### src/design/ucil_defines.vh
// ucil_defines.vh: register offsets, field positions, reset values and counts for the channel interrupt logic
// assumes: included by bare name from the design, checker and bench files of this block only
`ifndef UCIL_DEFINES_VH
`define UCIL_DEFINES_VH

// register offsets (4-bit channel address)
`define UCIL_ADDR_RHR 4'h0
`define UCIL_ADDR_IER 4'h1
`define UCIL_ADDR_ISR 4'h2
`define UCIL_ADDR_FCR 4'h2
`define UCIL_ADDR_MCR 4'h4
`define UCIL_ADDR_LSR 4'h5
`define UCIL_ADDR_MSR 4'h6
`define UCIL_ADDR_EFR 4'h9
`define UCIL_ADDR_RX_FIFO_LEVEL_COUNT 4'hB
`define UCIL_ADDR_FLOW_CHAR_DETECT_FLAGS 4'hC
`define UCIL_ADDR_STOP_CHAR_SECOND 4'hD
`define UCIL_ADDR_RESUME_CHAR_FIRST 4'hE
`define UCIL_ADDR_RESUME_CHAR_SECOND 4'hF

// field positions
`define UCIL_EFR_UNLOCK 4
`define UCIL_EFR_AUTO_RTS 6
`define UCIL_EFR_AUTO_CTS 7
`define UCIL_MCR_FLOW_SEL 2
`define UCIL_FCR_ENABLE 0

// reset values
`define UCIL_IER_RST 8'h00
`define UCIL_CHAR_RST 8'h00
`define UCIL_TRG_RST 8'h01

// interrupt source codes, bits 5..0
`define UCIL_CODE_LSR 6'h06
`define UCIL_CODE_RECEIVE_READY_EVENT 6'h04
`define UCIL_CODE_RXTO 6'h0C
`define UCIL_CODE_TRANSMIT_READY_EVENT 6'h02
`define UCIL_CODE_MSR 6'h00
`define UCIL_CODE_FLOW_CHAR_DETECT_FLAGS 6'h10
`define UCIL_CODE_FLOW 6'h20
`define UCIL_CODE_NONE 6'h01

// time-out delay: 4 characters plus 12 bits
`define UCIL_TO_CHARS 10'h004
`define UCIL_TO_BITS 10'h00C

`endif

### src/design/ucil_chan_int.v
// ucil_chan_int.v: per-channel interrupt enable, priority, source code and clearing logic
// assumes: receiver, transmitter, fifo and flow engines outside supply levels and one-cycle events;
// host register accesses arrive as one-cycle read/write strobes synchronous to i_clk_sys
`timescale 1ns/100ps
`include "ucil_defines.vh"

module ucil_chan_int (
  // clock and reset
  input wire i_clk_sys,
  input wire i_srst,
  input wire i_ce,
  // host register port
  input wire [3:0] i_addr,
  input wire [7:0] i_wdata,
  input wire i_wr,
  input wire i_rd,
  output reg [7:0] o_rdata,
  // configuration owned by the lower register map
  input wire [7:0] i_enhanced_function_control,
  input wire [7:0] i_modem_control,
  input wire i_auto_rs485,
  input wire [7:0] i_rx_trigger_level,
  input wire [7:0] i_tx_trigger_level,
  input wire [3:0] i_bit_clk_per_char,
  // receiver side
  input wire [7:0] i_rx_fifo_level,
  input wire i_rx_char_in,
  input wire i_rx_overrun,
  input wire [2:0] i_rx_head_errors,
  input wire i_rx_fifo_error,
  input wire i_rx_bit_tick,
  input wire i_rx_xoff_det,
  input wire i_rx_xon_det,
  input wire i_rx_special_det,
  // transmitter side
  input wire [7:0] i_tx_fifo_level,
  input wire i_tx_shift_empty,
  // modem side
  input wire [3:0] i_modem_deltas,
  input wire i_cts_flow_pin,
  input wire i_rts_flow_pin,
  // outputs
  output reg [7:0] o_line_status_flags,
  output wire o_irq,
  output reg [7:0] o_global_src,
  output wire o_fifo_mode,
  output reg [7:0] o_stop_char_first,
  output reg [7:0] o_stop_char_second,
  output reg [7:0] o_resume_char_first,
  output reg [7:0] o_resume_char_second,
  output reg [7:0] o_rx_trigger_level_set
);

  // ----------------------------------------
  // register strobes
  // ----------------------------------------
  wire rd_rhr = i_rd && (i_addr == `UCIL_ADDR_RHR);
  wire rd_isr = i_rd && (i_addr == `UCIL_ADDR_ISR);
  wire rd_lsr = i_rd && (i_addr == `UCIL_ADDR_LSR);
  wire rd_msr = i_rd && (i_addr == `UCIL_ADDR_MSR);
  wire rd_xch = i_rd && (i_addr == `UCIL_ADDR_FLOW_CHAR_DETECT_FLAGS);
  wire wr_thr = i_wr && (i_addr == `UCIL_ADDR_RHR);
  wire wr_ier = i_wr && (i_addr == `UCIL_ADDR_IER);
  wire wr_fcr = i_wr && (i_addr == `UCIL_ADDR_FCR);
  wire unlock = i_enhanced_function_control[`UCIL_EFR_UNLOCK];

  reg [7:0] ier_q;
  reg fifo_en_q;
  reg rx_ready_q;
  reg [1:0] flow_char_detect_flags_q;
  reg lsr_int_q;
  reg rxto_q;
  reg transmit_ready_event_q;
  reg flow_char_detect_flags_int_q;
  reg special_q;
  reg flow_int_q;
  reg cts_prev_q;
  reg rts_prev_q;
  reg [9:0] to_cnt_q;
  reg tx_was_empty_q;
  reg [5:0] code_q;

  // low-to-high on the chosen pin while that automatic mode runs or its ier bit (7 for cts, 6 for rts) is set
  wire cts_rise = i_cts_flow_pin && !cts_prev_q;
  wire rts_rise = i_rts_flow_pin && !rts_prev_q;
  wire flow_rise = (cts_rise && (i_enhanced_function_control[`UCIL_EFR_AUTO_CTS] || ier_q[7])) ||
                   (rts_rise && (i_enhanced_function_control[`UCIL_EFR_AUTO_RTS] || ier_q[6]));

  // ----------------------------------------
  // enable, fifo control and flow character registers
  // ----------------------------------------
  always @(posedge i_clk_sys) begin
    if (i_srst) begin
      ier_q <= `UCIL_IER_RST;
      fifo_en_q <= 1'b0;
      o_stop_char_first <= `UCIL_CHAR_RST;
      o_stop_char_second <= `UCIL_CHAR_RST;
      o_resume_char_first <= `UCIL_CHAR_RST;
      o_resume_char_second <= `UCIL_CHAR_RST;
      o_rx_trigger_level_set <= `UCIL_TRG_RST;
    end else if (i_ce) begin
      if (wr_ier) begin
        ier_q[3:0] <= i_wdata[3:0];
        ier_q[4] <= 1'b0; // reserved
        if (unlock) begin
          ier_q[7:5] <= i_wdata[7:5];
        end
      end
      // fifo mode follows bit 0; the other fcr bits live in the lower map and are gated there
      if (wr_fcr) begin
        fifo_en_q <= i_wdata[`UCIL_FCR_ENABLE];
      end
      if (i_wr && i_addr == `UCIL_ADDR_RX_FIFO_LEVEL_COUNT) begin
        o_rx_trigger_level_set <= i_wdata;
      end
      if (i_wr && i_addr == `UCIL_ADDR_FLOW_CHAR_DETECT_FLAGS) begin
        o_stop_char_first <= i_wdata;
      end
      if (i_wr && i_addr == `UCIL_ADDR_STOP_CHAR_SECOND) begin
        o_stop_char_second <= i_wdata;
      end
      if (i_wr && i_addr == `UCIL_ADDR_RESUME_CHAR_FIRST) begin
        o_resume_char_first <= i_wdata;
      end
      if (i_wr && i_addr == `UCIL_ADDR_RESUME_CHAR_SECOND) begin
        o_resume_char_second <= i_wdata;
      end
    end
  end
  assign o_fifo_mode = fifo_en_q;

  // ----------------------------------------
  // level sources
  // ----------------------------------------
  wire rx_empty = (i_rx_fifo_level == 8'h00);
  // non-fifo mode: one held character is enough
  wire rx_at_trg = fifo_en_q ? (i_rx_fifo_level >= i_rx_trigger_level) : !rx_empty;
  wire tx_empty = (i_tx_fifo_level == 8'h00);
  wire tx_all_empty = tx_empty && i_tx_shift_empty;
  wire tx_below = fifo_en_q ? (i_tx_fifo_level < i_tx_trigger_level) : tx_empty;
  wire tx_cond = i_auto_rs485 ? tx_all_empty : (tx_below || tx_empty);
  wire line_err = i_rx_overrun || (|i_rx_head_errors);

  // time-out span in bit ticks: 4 chars plus 12 bits
  wire [9:0] to_span = `UCIL_TO_CHARS * {6'h00, i_bit_clk_per_char} + `UCIL_TO_BITS;

  // ----------------------------------------
  // sticky sources; a set always wins over a clear in the same cycle
  // ----------------------------------------
  always @(posedge i_clk_sys) begin
    if (i_srst) begin
      rx_ready_q <= 1'b0;
      lsr_int_q <= 1'b0;
      rxto_q <= 1'b0;
      transmit_ready_event_q <= 1'b0;
      flow_char_detect_flags_int_q <= 1'b0;
      special_q <= 1'b0;
      flow_int_q <= 1'b0;
      flow_char_detect_flags_q <= 2'b00;
      cts_prev_q <= 1'b0;
      rts_prev_q <= 1'b0;
      to_cnt_q <= 10'h000;
      tx_was_empty_q <= 1'b1;
    end else if (i_ce) begin
      // data ready: set on entry, cleared only when empty
      if (i_rx_char_in) begin
        rx_ready_q <= 1'b1;
      end else if (rx_empty) begin
        rx_ready_q <= 1'b0;
      end
      if (i_rx_char_in && line_err) begin
        lsr_int_q <= 1'b1;
      end else if (rd_lsr) begin
        lsr_int_q <= 1'b0;
      end
      // time-out counter restarts on a received character, an rhr read or an empty fifo
      if (i_rx_char_in || rd_rhr || rx_empty) begin
        to_cnt_q <= 10'h000;
      end else if (i_rx_bit_tick && to_cnt_q != to_span) begin
        to_cnt_q <= to_cnt_q + 10'h001;
      end
      if (!rx_empty && i_rx_bit_tick && to_cnt_q + 10'h001 == to_span) begin
        rxto_q <= 1'b1;
      end else if (rd_rhr) begin
        rxto_q <= 1'b0;
      end
      // tx ready is an edge event, so a status read really clears it
      tx_was_empty_q <= tx_cond;
      if (tx_cond && !tx_was_empty_q) begin
        transmit_ready_event_q <= 1'b1;
      end else if (rd_isr && ier_q[1] && code_q == `UCIL_CODE_TRANSMIT_READY_EVENT) begin
        transmit_ready_event_q <= 1'b0;
      end else if (wr_thr) begin
        transmit_ready_event_q <= 1'b0;
      end
      if (i_rx_xoff_det) begin
        flow_char_detect_flags_int_q <= 1'b1;
      end else if (i_rx_xon_det || (rd_isr && code_q == `UCIL_CODE_FLOW_CHAR_DETECT_FLAGS)) begin
        flow_char_detect_flags_int_q <= 1'b0;
      end
      if (i_rx_special_det) begin
        special_q <= 1'b1;
      end else if (i_rx_char_in || (rd_isr && code_q == `UCIL_CODE_FLOW_CHAR_DETECT_FLAGS)) begin
        special_q <= 1'b0;
      end
      // detect flags for the read-clear register
      if (i_rx_xoff_det || i_rx_xon_det) begin
        flow_char_detect_flags_q <= flow_char_detect_flags_q | {i_rx_xon_det, i_rx_xoff_det};
      end else if (rd_xch) begin
        flow_char_detect_flags_q <= 2'b00;
      end
      cts_prev_q <= i_cts_flow_pin;
      rts_prev_q <= i_rts_flow_pin;
      if (flow_rise) begin
        flow_int_q <= 1'b1;
      end else if (rd_msr) begin
        flow_int_q <= 1'b0;
      end
    end
  end

  // ----------------------------------------
  // priority encoder
  // ----------------------------------------
  // sources stay latched underneath the one shown
  wire p_lsr = ier_q[2] && lsr_int_q;
  wire p_rx = ier_q[0] && rx_at_trg;
  wire p_to = ier_q[0] && rxto_q;
  wire p_tx = ier_q[1] && transmit_ready_event_q;
  wire p_msr = ier_q[3] && (|i_modem_deltas);
  wire p_xc = ier_q[5] && (flow_char_detect_flags_int_q || special_q);
  wire p_fl = (ier_q[6] || ier_q[7]) && flow_int_q;
  reg [5:0] code_d;

  // polled mode falls out: with ier[3:0] and ier[7:5] clear nothing reaches the code
  always @* begin
    if (p_lsr) begin
      code_d = `UCIL_CODE_LSR;
    end else if (p_rx) begin
      code_d = `UCIL_CODE_RECEIVE_READY_EVENT;
    end else if (p_to) begin
      code_d = `UCIL_CODE_RXTO;
    end else if (p_tx) begin
      code_d = `UCIL_CODE_TRANSMIT_READY_EVENT;
    end else if (p_msr) begin
      code_d = `UCIL_CODE_MSR;
    end else if (p_xc) begin
      code_d = `UCIL_CODE_FLOW_CHAR_DETECT_FLAGS;
    end else if (p_fl) begin
      code_d = `UCIL_CODE_FLOW;
    end else begin
      code_d = `UCIL_CODE_NONE;
    end
  end

  // code frozen during a status read so the read and its clear agree
  always @(posedge i_clk_sys) begin
    if (i_srst) begin
      code_q <= `UCIL_CODE_NONE;
      o_global_src <= 8'h00;
    end else if (i_ce) begin
      if (!rd_isr) begin
        code_q <= code_d;
      end
      o_global_src <= {p_fl, p_xc, p_msr, p_tx, p_to, p_rx, p_lsr, code_d != `UCIL_CODE_NONE};
    end
  end
  assign o_irq = !code_q[0];

  // ----------------------------------------
  // line status and read data
  // ----------------------------------------
  always @(posedge i_clk_sys) begin
    if (i_srst) begin
      o_line_status_flags <= 8'h60;
    end else if (i_ce) begin
      o_line_status_flags <= {i_rx_fifo_error, tx_all_empty, tx_empty, i_rx_head_errors,
                              i_rx_overrun, rx_ready_q};
    end
  end

  always @* begin
    case (i_addr)
      `UCIL_ADDR_IER: o_rdata = ier_q;
      `UCIL_ADDR_ISR: o_rdata = {fifo_en_q, fifo_en_q, code_q};
      `UCIL_ADDR_LSR: o_rdata = o_line_status_flags;
      `UCIL_ADDR_RX_FIFO_LEVEL_COUNT: o_rdata = i_rx_fifo_level;
      `UCIL_ADDR_FLOW_CHAR_DETECT_FLAGS: o_rdata = {6'h00, flow_char_detect_flags_q};
      default: o_rdata = 8'h00;
    endcase
  end

endmodule // ucil_chan_int

### config.mk
export PLATFORM = sky130hd
export DESIGN_NAME = ucil_chan_int
export DESIGN_NICKNAME = d
export VERILOG_FILES = /design/src/design/ucil_chan_int.v
export VERILOG_INCLUDE_DIRS = /design/src /design/src/design
export SDC_FILE = /design/constraint.sdc
export NUM_CORES = 1
export LEC_CHECK = 0
export ABC_AREA = 0
export BUFFER_PORTS_ARGS = -buffer_cell sky130_fd_sc_hd__buf_4
export CAP_MARGIN = 10
export CELL_PAD_IN_SITES_DETAIL_PLACEMENT = 1
export CELL_PAD_IN_SITES_GLOBAL_PLACEMENT = 1
export CORE_MARGIN = 4
export CORE_UTILIZATION = 33
export CTS_CLUSTER_SIZE = 12
export DETAILED_ROUTE_END_ITERATION = 7
export PLACE_DENSITY_LB_ADDON = 0.1
export SETUP_SLACK_MARGIN = 0.02
export SLEW_MARGIN = 15
export SYNTH_ARGS = -nofsm -noshare
export SYNTH_HDL_FRONTEND = slang
export SYNTH_SLANG_ARGS = --single-unit
### constraint.sdc
create_clock -name i_clk_sys -period 2 [get_ports i_clk_sys]
set_input_delay 0.3 -clock i_clk_sys [delete_from_list [all_inputs] [get_ports i_clk_sys]]
set_output_delay 0.3 -clock i_clk_sys [all_outputs]
set_load 0.02 [all_outputs]
==> out/summary.txt, run 1 <==
CTS Buf Count = 9
Buffers added on ports = 139
Final Setup Violations = 1
Final wirelength = 15.5 mm
Nets = 828
Warnings from Yosys = 0
Cell with the most instances after synthesis = dfxtp_1
Register area share after synthesis = 39.5%
Post-synth EDFFs = 0
GPL Wtd Cong = 0.816
Leading area contributor after synthesis = dfxtp_1
Synth area leaders = dfxtp_1, mux2i_1, nor2_1
Routed Antenna Nets = 0
Reg2Reg Depth = 8
Max Fanout on Critical Path = 4
Hold Crit Class = in -> reg
Grt ovf = 0
Nature of the critical path endpoint = flip-flop
Status = finished with violations
DRT Pass-1 Iters = 5
Main synth FF type = dfxtp_1
Vias in the first global route = 4878
Clock latency on the worst-skew pair = 350 ps
Final WS setup = -13.2 ps
Failing checks = negative setup slack
Leakage = 0.00287 uW
Syn_nets = 653
CTS max path bufs = 2
Fin crit period = 2010 ps
Detailed placer's ending HPWL = 12.1 mm
Die height = 127 um
CTS Sinks = 92
Die X = 127 um
Clock Root Buffer = clkbuf_16
Worst EP required = 2240 ps
Synth Register Bits = 92
Synth cell types = 57
Slew @ Worst Pin = 538 ps
Total power = 4180 uW
Die ar. = 16100 um2
Power Density = 643 nW/um2
Max Freq = 0.497 GHz
Hold depth = 3
Share of cells above drive strength 1 = 30.9%
RSZ-0062 raised after global routing = yes
Htree depth = 3
CORE AREA = 13900 um2
Synth top area share = 39.5%
Initial antenna violation count = 0
Critical Path AT = 2260 ps
Area growth syn-to-layout = 39.6%
Hold Buf Count CTS = 0
Sum Neg Setup Slack = -13.2 ps
Critical path class = reg -> reg
Io pins = 153
Clock slew at reported path FFs = 60 ps
VDD IR max = 0.508 mV
Max Transition Viols Final = 0
First-pass GRT wire length = 25.0 mm
Ys async rst share = 0%
Pin count of the biggest net entering global routing = 53
Period Utilization, post-route = 101%
Num rows = 43
Worst slew margin = 64.1%
Post-Syn Instances = 547
Final Hold Viols = 0
Vias per inst = 5.14
Max-cap viol count = 0
Antenna fix cells = 0
Mapped cell area = 4660 um2
Pre-CTS setup slack = -177 ps
DR vias = 4666
Mean post-synth cell area = 8.53 um2
Initial Utilization = 33.6%
DRT iter0 DRCs = 244
CTS tree = yes
Fin Clk Skew = 6.56 ps
Wire per inst = 17.1 um
Total track usage = 19.2%
Drt drc = 0
CP startpoint kind = flip-flop
Most common library cells after synthesis = dfxtp_1, nor2_1, nand2_1
layout by cell type (no fill, tap or decap), types with 3 or more instances in the layout:
cell and count:
nand3b_1 5, dfxtp_1 91, ha_1 19, clkbuf_16 9
nor4_1 4, a211oi_1 4, a222oi_1 3, mux2i_1 46
nor3_1 9, a22oi_1 10, xnor2_1 10, nor2b_1 5
o21ai_2 3, a32oi_1 3, nand3_1 26, xor2_1 3
a211o_1 3, and3_1 4, o31ai_1 4, nor2_1 71
nand2b_1 6, buf_4 188, a2bb2oi_1 3, a21o_1 3
inv_1 27, nand2_1 69, o21ai_0 13, nand4_1 4
or4_1 3, a21oi_1 36
cells by family (layout without fill, tap and decap cells):
kind of cell	after synthesis	in the layout	synth area share (%)
fa+ha+maj	19	19	5.10
simple gates	224	224	23.5
mux	46	46	9.87
flops	92	92	39.5
compound gates	101	101	14.9
buf+inv	52	232	4.72
xor+xnor	13	13	2.44
per-layer routing:
layer  part of all wire (%)  vias to the layer above  track usage, %
li1                       -                     2279               -
met1                     43                     2259            23.2
met2                     50                      115            34.2
met3                    6.1                       13            5.52
met4                    1.1                        0            3.66
met5                      0                        -               0
final timing paths:
path	from	end	slack, ps
worst max-delay path	to_cnt_q[0]	to_cnt_q[9]	-10
worst min-delay path	i_rx_fifo_error	o_line_status_flags[7]	190
worst max register to register	to_cnt_q[0]	to_cnt_q[9]	-10
worst min register to register	o_rx_trigger_level_set[1]	o_rx_trigger_level_set[1]	460
cell type report:
type                    count  area [um2]
fillers                  1661        7370
multi-input cells         403        2620
flip-flops and latches     92        1840
repair buffers            189        1420
clock buffers              11         243
well taps                 180         225
inverters                  27         101
clock inverters             5        58.8
what timing repair did:
item,4_1_cts,5_1_grt
pin swaps,0,2
gates resized for setup,0,5
endpoints found under the setup margin,10,18
buffers inserted,1,0
sequential cells by signal, summed over array words and instances (netlist names), 2 cells and up:
signal,cells
code_q,6
o_global_src,8
ier_q,7
o_stop_char_first,8
o_stop_char_second,8
o_line_status_flags,8
flow_char_detect_flags_q,2
to_cnt_q,10
o_resume_char_second,8
o_rx_trigger_level_set,8
o_resume_char_first,8
per-stage QoR:
step | cells | hold slack (ps) | utilization [%] | instance area [um2]
floorplan | 547 | 421 | - | 4660
global placement | 890 | 444 | 44.5 | 6180
detailed placement | 890 | 452 | 44.5 | 6180
CTS | 907 | 187 | 46.8 | 6490
global route | 907 | 192 | 46.9 | 6510
finish | 907 | 193 | 46.9 | 6510
where the power goes:
| part | total [uW] | switching (uW) | internal [uW] |
|---|---|---|---|
| clock network | 1730 | 729 | 1010 |
| logic | 555 | 286 | 269 |
| registers | 1900 | 29.2 | 1870 |
| total | 4180 | 1040 | 3140 |
critical path, stage by stage, from the launching register on:
cell,delay [ps]
dfxtp_2,320
inv_1,50
ha_1,130
or4b_4,480
a2111oi_4,250
nand4_1,150
nand3b_1,200
nor3_1,70
a211o_1,250
(Power assumes the default switching activity.)
==> run 2, diff against run 1 <==
--- a/config.mk
+++ b/config.mk
@@ -6,17 +6,18 @@
 export SDC_FILE = /design/constraint.sdc
 export NUM_CORES = 1
 export LEC_CHECK = 0
-export ABC_AREA = 0
+export ABC_AREA = 1
 export BUFFER_PORTS_ARGS = -buffer_cell sky130_fd_sc_hd__buf_4
 export CAP_MARGIN = 10
 export CELL_PAD_IN_SITES_DETAIL_PLACEMENT = 1
 export CELL_PAD_IN_SITES_GLOBAL_PLACEMENT = 1
 export CORE_MARGIN = 4
-export CORE_UTILIZATION = 33
+export CORE_UTILIZATION = 32
 export CTS_CLUSTER_SIZE = 12
 export DETAILED_ROUTE_END_ITERATION = 7
 export PLACE_DENSITY_LB_ADDON = 0.1
 export SETUP_SLACK_MARGIN = 0.02
+export SKIP_LAST_GASP = 1
 export SLEW_MARGIN = 15
 export SYNTH_ARGS = -nofsm -noshare
 export SYNTH_HDL_FRONTEND = slang
==> run 2 against run 1 <==
  * The run now ends clean
  * Clock-buffer cell count is 1 lower
  * Register-to-register slack better by 270 ps
  * Worst hold slack worse by 7.6 ps
  * Synthesized cell count is 33% higher
  * Global-route usage is 1.2 points higher
  * Clock skew is 2.0 ps lower
  * Synthesized area is 3.0% higher
  * Setup slack better by 140 ps
  * Core utilization is 2.9 points lower
  * Clock power is 7% higher
  * Final cell count is 17% higher
  * Critical path depth is 1 higher
  * Critical endpoint is now o_rdata[1]
  * Largest cell class unchanged
  * Highest routed layer unchanged
==> out/summary.txt, run 2 <==
Antenna fix cells = 0 (unchanged)
GPL Wtd Cong = 0.852 (was 0.816)
Ys async rst share = 0% (unchanged)
Main synth FF type = dfxtp_1 (unchanged)
Max Fanout on Critical Path = 4 (unchanged)
Cell with the most instances after synthesis = nand2_1 (was dfxtp_1)
Crit-path cells = buf_4 -> nand2_1 -> nor3_2 -> buf_4 -> nand2_1 -> o21ai_0 -> a221oi_1 -> o21ai_0 -> buf_4 (was inv_1 -> ha_1 -> or4b_4 -> a2111oi_4 -> nand4_1 -> nand3b_1 -> nor3_1 -> a211o_1)
Vias per inst = 4.93 (was 5.14)
DR vias = 5250 (was 4666)
DRT iter0 DRCs = 239 (was 244)
Routed Antenna Nets = 0 (unchanged)
Total power = 4450 uW (was 4180 uW)
Period Utilization, post-route = 93.8% (was 101%)
CTS Sinks = 92 (unchanged)
CTS tree = yes (unchanged)
Status = completed (was finished with violations)
Reg with most FFs = to_cnt_q (unchanged)
Clock slew at reported path FFs = 70 ps (was 60 ps)
Register area share after synthesis = 38.4% (was 39.5%)
Commonest cells after routing, fill and taps aside = nand2_1, buf_4, nor2_1 (was buf_4, dfxtp_1, nor2_1)
Synth top area share = 38.4% (was 39.5%)
CORE AREA = 14600 um2 (was 13900 um2)
RSZ-0062 raised after global routing = no (was yes)
Worst path max stage delay = 280 ps (was 480 ps)
Buffers added on ports = 139 (unchanged)
Die height = 131 um (was 127 um)
Sum Neg Setup Slack = 0 ps (was -13.2 ps)
Nature of the critical path endpoint = output pin (was flip-flop)
Most common library cells after synthesis = nand2_1, nor2_1, dfxtp_1 (was dfxtp_1, nor2_1, nand2_1)
Final Hold Viols = 0 (unchanged)
Fin crit period = 1880 ps (was 2010 ps)
Max Freq = 0.533 GHz (was 0.497 GHz)
Syn_nets = 832 (was 653)
Power Density = 692 nW/um2 (was 643 nW/um2)
Wire per inst = 16.0 um (was 17.1 um)
Worst-path cell with the longest stage delay = a221oi_1 (was or4b_4)
Synth cell types = 36 (was 57)
Hold Buf Count CTS = 0 (unchanged)
Io pins = 153 (unchanged)
Synth Register Bits = 92 (unchanged)
Final wirelength = 17.0 mm (was 15.5 mm)
CTS resizes = 0 (unchanged)
CP startpoint kind = input port (was flip-flop)
Critical path class = in -> out (was reg -> reg)
Detailed placer's ending HPWL = 13.5 mm (was 12.1 mm)
Final Setup Violations = 0 (was 1)
Worst slew margin = 64.0% (was 64.1%)
Max Transition Viols Final = 0 (unchanged)
Warnings from Yosys = 0 (unchanged)
Worst EP required = 1700 ps (was 2240 ps)
Leading area contributor after synthesis = dfxtp_1 (unchanged)
Share of cells above drive strength 1 = 21.8% (was 30.9%)
Total track usage = 20.5% (was 19.2%)
Number of flip-flops in the largest register = 10 (unchanged)
Post-Syn Instances = 726 (was 547)
Mapped cell area = 4800 um2 (was 4660 um2)
Hold Crit Class = in -> reg (unchanged)
Num rows = 44 (was 43)
Die ar. = 17000 um2 (was 16100 um2)
Leakage = 0.00316 uW (was 0.00287 uW)
Crit path top cell by count = buf_4
GRT busiest layer = met2 (unchanged)
Grt ovf = 0 (unchanged)
Area growth syn-to-layout = 34.0% (was 39.6%)
Setup Buffers After CTS = 0 (was 1)
Die X = 131 um (was 127 um)
Clock Root Buffer = clkbuf_16 (unchanged)
Clock latency on the worst-skew pair = 350 ps (about the same)
CTS Buf Count = 9 (unchanged)
Htree depth = 3 (unchanged)
Nets = 981 (was 828)
Grt met3 use = 4.47% (was 5.52%)
Pin count of the biggest net entering global routing = 46 (was 53)
Grt met2 use = 35.2% (was 34.2%)
VDD IR max = 0.375 mV (was 0.508 mV)
M1 GR Usage = 25.6% (was 23.2%)
First-pass GRT wire length = 27.6 mm (was 25.0 mm)
Mean post-synth cell area = 6.61 um2 (was 8.53 um2)
Initial Utilization = 32.8% (was 33.6%)
Critical Path AT = 1580 ps (was 2260 ps)
Fin Clk Skew = 4.59 ps (was 6.56 ps)
Vias in the first global route = 5597 (was 4878)
Max-cap viol count = 0 (unchanged)
Drt drc = 0 (unchanged)
Initial antenna violation count = 0 (unchanged)
CTS max path bufs = 2 (unchanged)
DRT Pass-1 Iters = 4 (was 5)
Slew @ Worst Pin = 534 ps (was 538 ps)
Post-synth EDFFs = 0 (unchanged)
Most common cell after layout, fill and taps aside = nand2_1 (was buf_4)
Synth area leaders = dfxtp_1, nand2_1, nor2_1 (was dfxtp_1, mux2i_1, nor2_1)
-- run 2: changes by cell type in the layout (fill, tap and decap cells not counted), moves of 6 or more --
cell      change
nand2b_1      -6
nand3_1      +17
buf_4        -33
nor2_1       +65
xnor2_1      -10
a22oi_1      -10
nor2_2        +6
o21ai_0      +64
inv_1        +53
mux2i_1      -46
nand2_1      +90
a21oi_1      +11
-- run 2: per-layer routing --
metal,vias to the layer above,share of wire (%)
li1,2642,-
met1,2499,45
met2,96,50
met3,13,4.7
met4,0,1.1
met5,-,0
-- run 2: cells by family (layout without fill, tap and decap cells) --
kind of cell	after synthesis	after routing	share of synthesized area (%)
AND/OR/NAND/NOR	367	367	31.8
AO/OA/AOI/OAI	142	142	16.1
buffers and inverters	103	257	8.31
flip-flops	92	92	38.4
adder cells (fa/ha/maj)	19	19	4.95
XOR/XNOR	3	3	0.547
-- run 2: path summary, 6_finish.rpt --
path	from	end	slack, ps	cells after the start
min reg2reg	flow_char_detect_flags_q[0]	flow_char_detect_flags_q[0]	470	2
min	i_rx_overrun	o_line_status_flags[1]	190	3
max	i_addr[1]	o_rdata[1]	120	9
max reg2reg	to_cnt_q[0]	to_cnt_q[9]	260	13
-- run 2: area by class of cell --
type | count | area (um2)
Clock inverter | 6 | 87.6
Tap cell | 184 | 230
Inverter | 86 | 323
Sequential cell | 92 | 1840
Multi-Input combinational cell | 531 | 2560
Timing Repair Buffer | 155 | 1160
Fill cell | 1927 | 8210
Clock buffer | 10 | 229
-- run 2: power breakdown --
group | internal, uW | switching (uW) | total, uW | leakage (uW)
combinational | 273 | 385 | 658 | 0.00225
clock | 1100 | 753 | 1850 | 0.000157
sequential | 1890 | 48.9 | 1940 | 0.000750
total | 3260 | 1190 | 4450 | 0.00316
-- run 2: critical path: cells and delay by family --
family	cells	cell delay, ps
AO/OA/AOI/OAI	3	560
buffers and inverters	3	460
AND/OR/NAND/NOR	3	240
-- run 2: stage by stage --
| stage | utilization, % | hold WS (ps) | setup slack [ps] | instances | cell area, um2 |
|---|---|---|---|---|---|
| 6_report | 44.0 | 186 | 125 | 1064 | 6440 |
| 4_1_cts | 44.0 | 174 | 137 | 1064 | 6440 |
| 3_5_place_dp | 41.8 | 458 | -2.74 | 1048 | 6120 |
| 2_1_floorplan | - | 426 | 373 | 726 | 4800 |
| 3_3_place_gp | 41.8 | 447 | 92.0 | 1048 | 6120 |
| 5_1_grt | 44.0 | 183 | 76.3 | 1064 | 6440 |
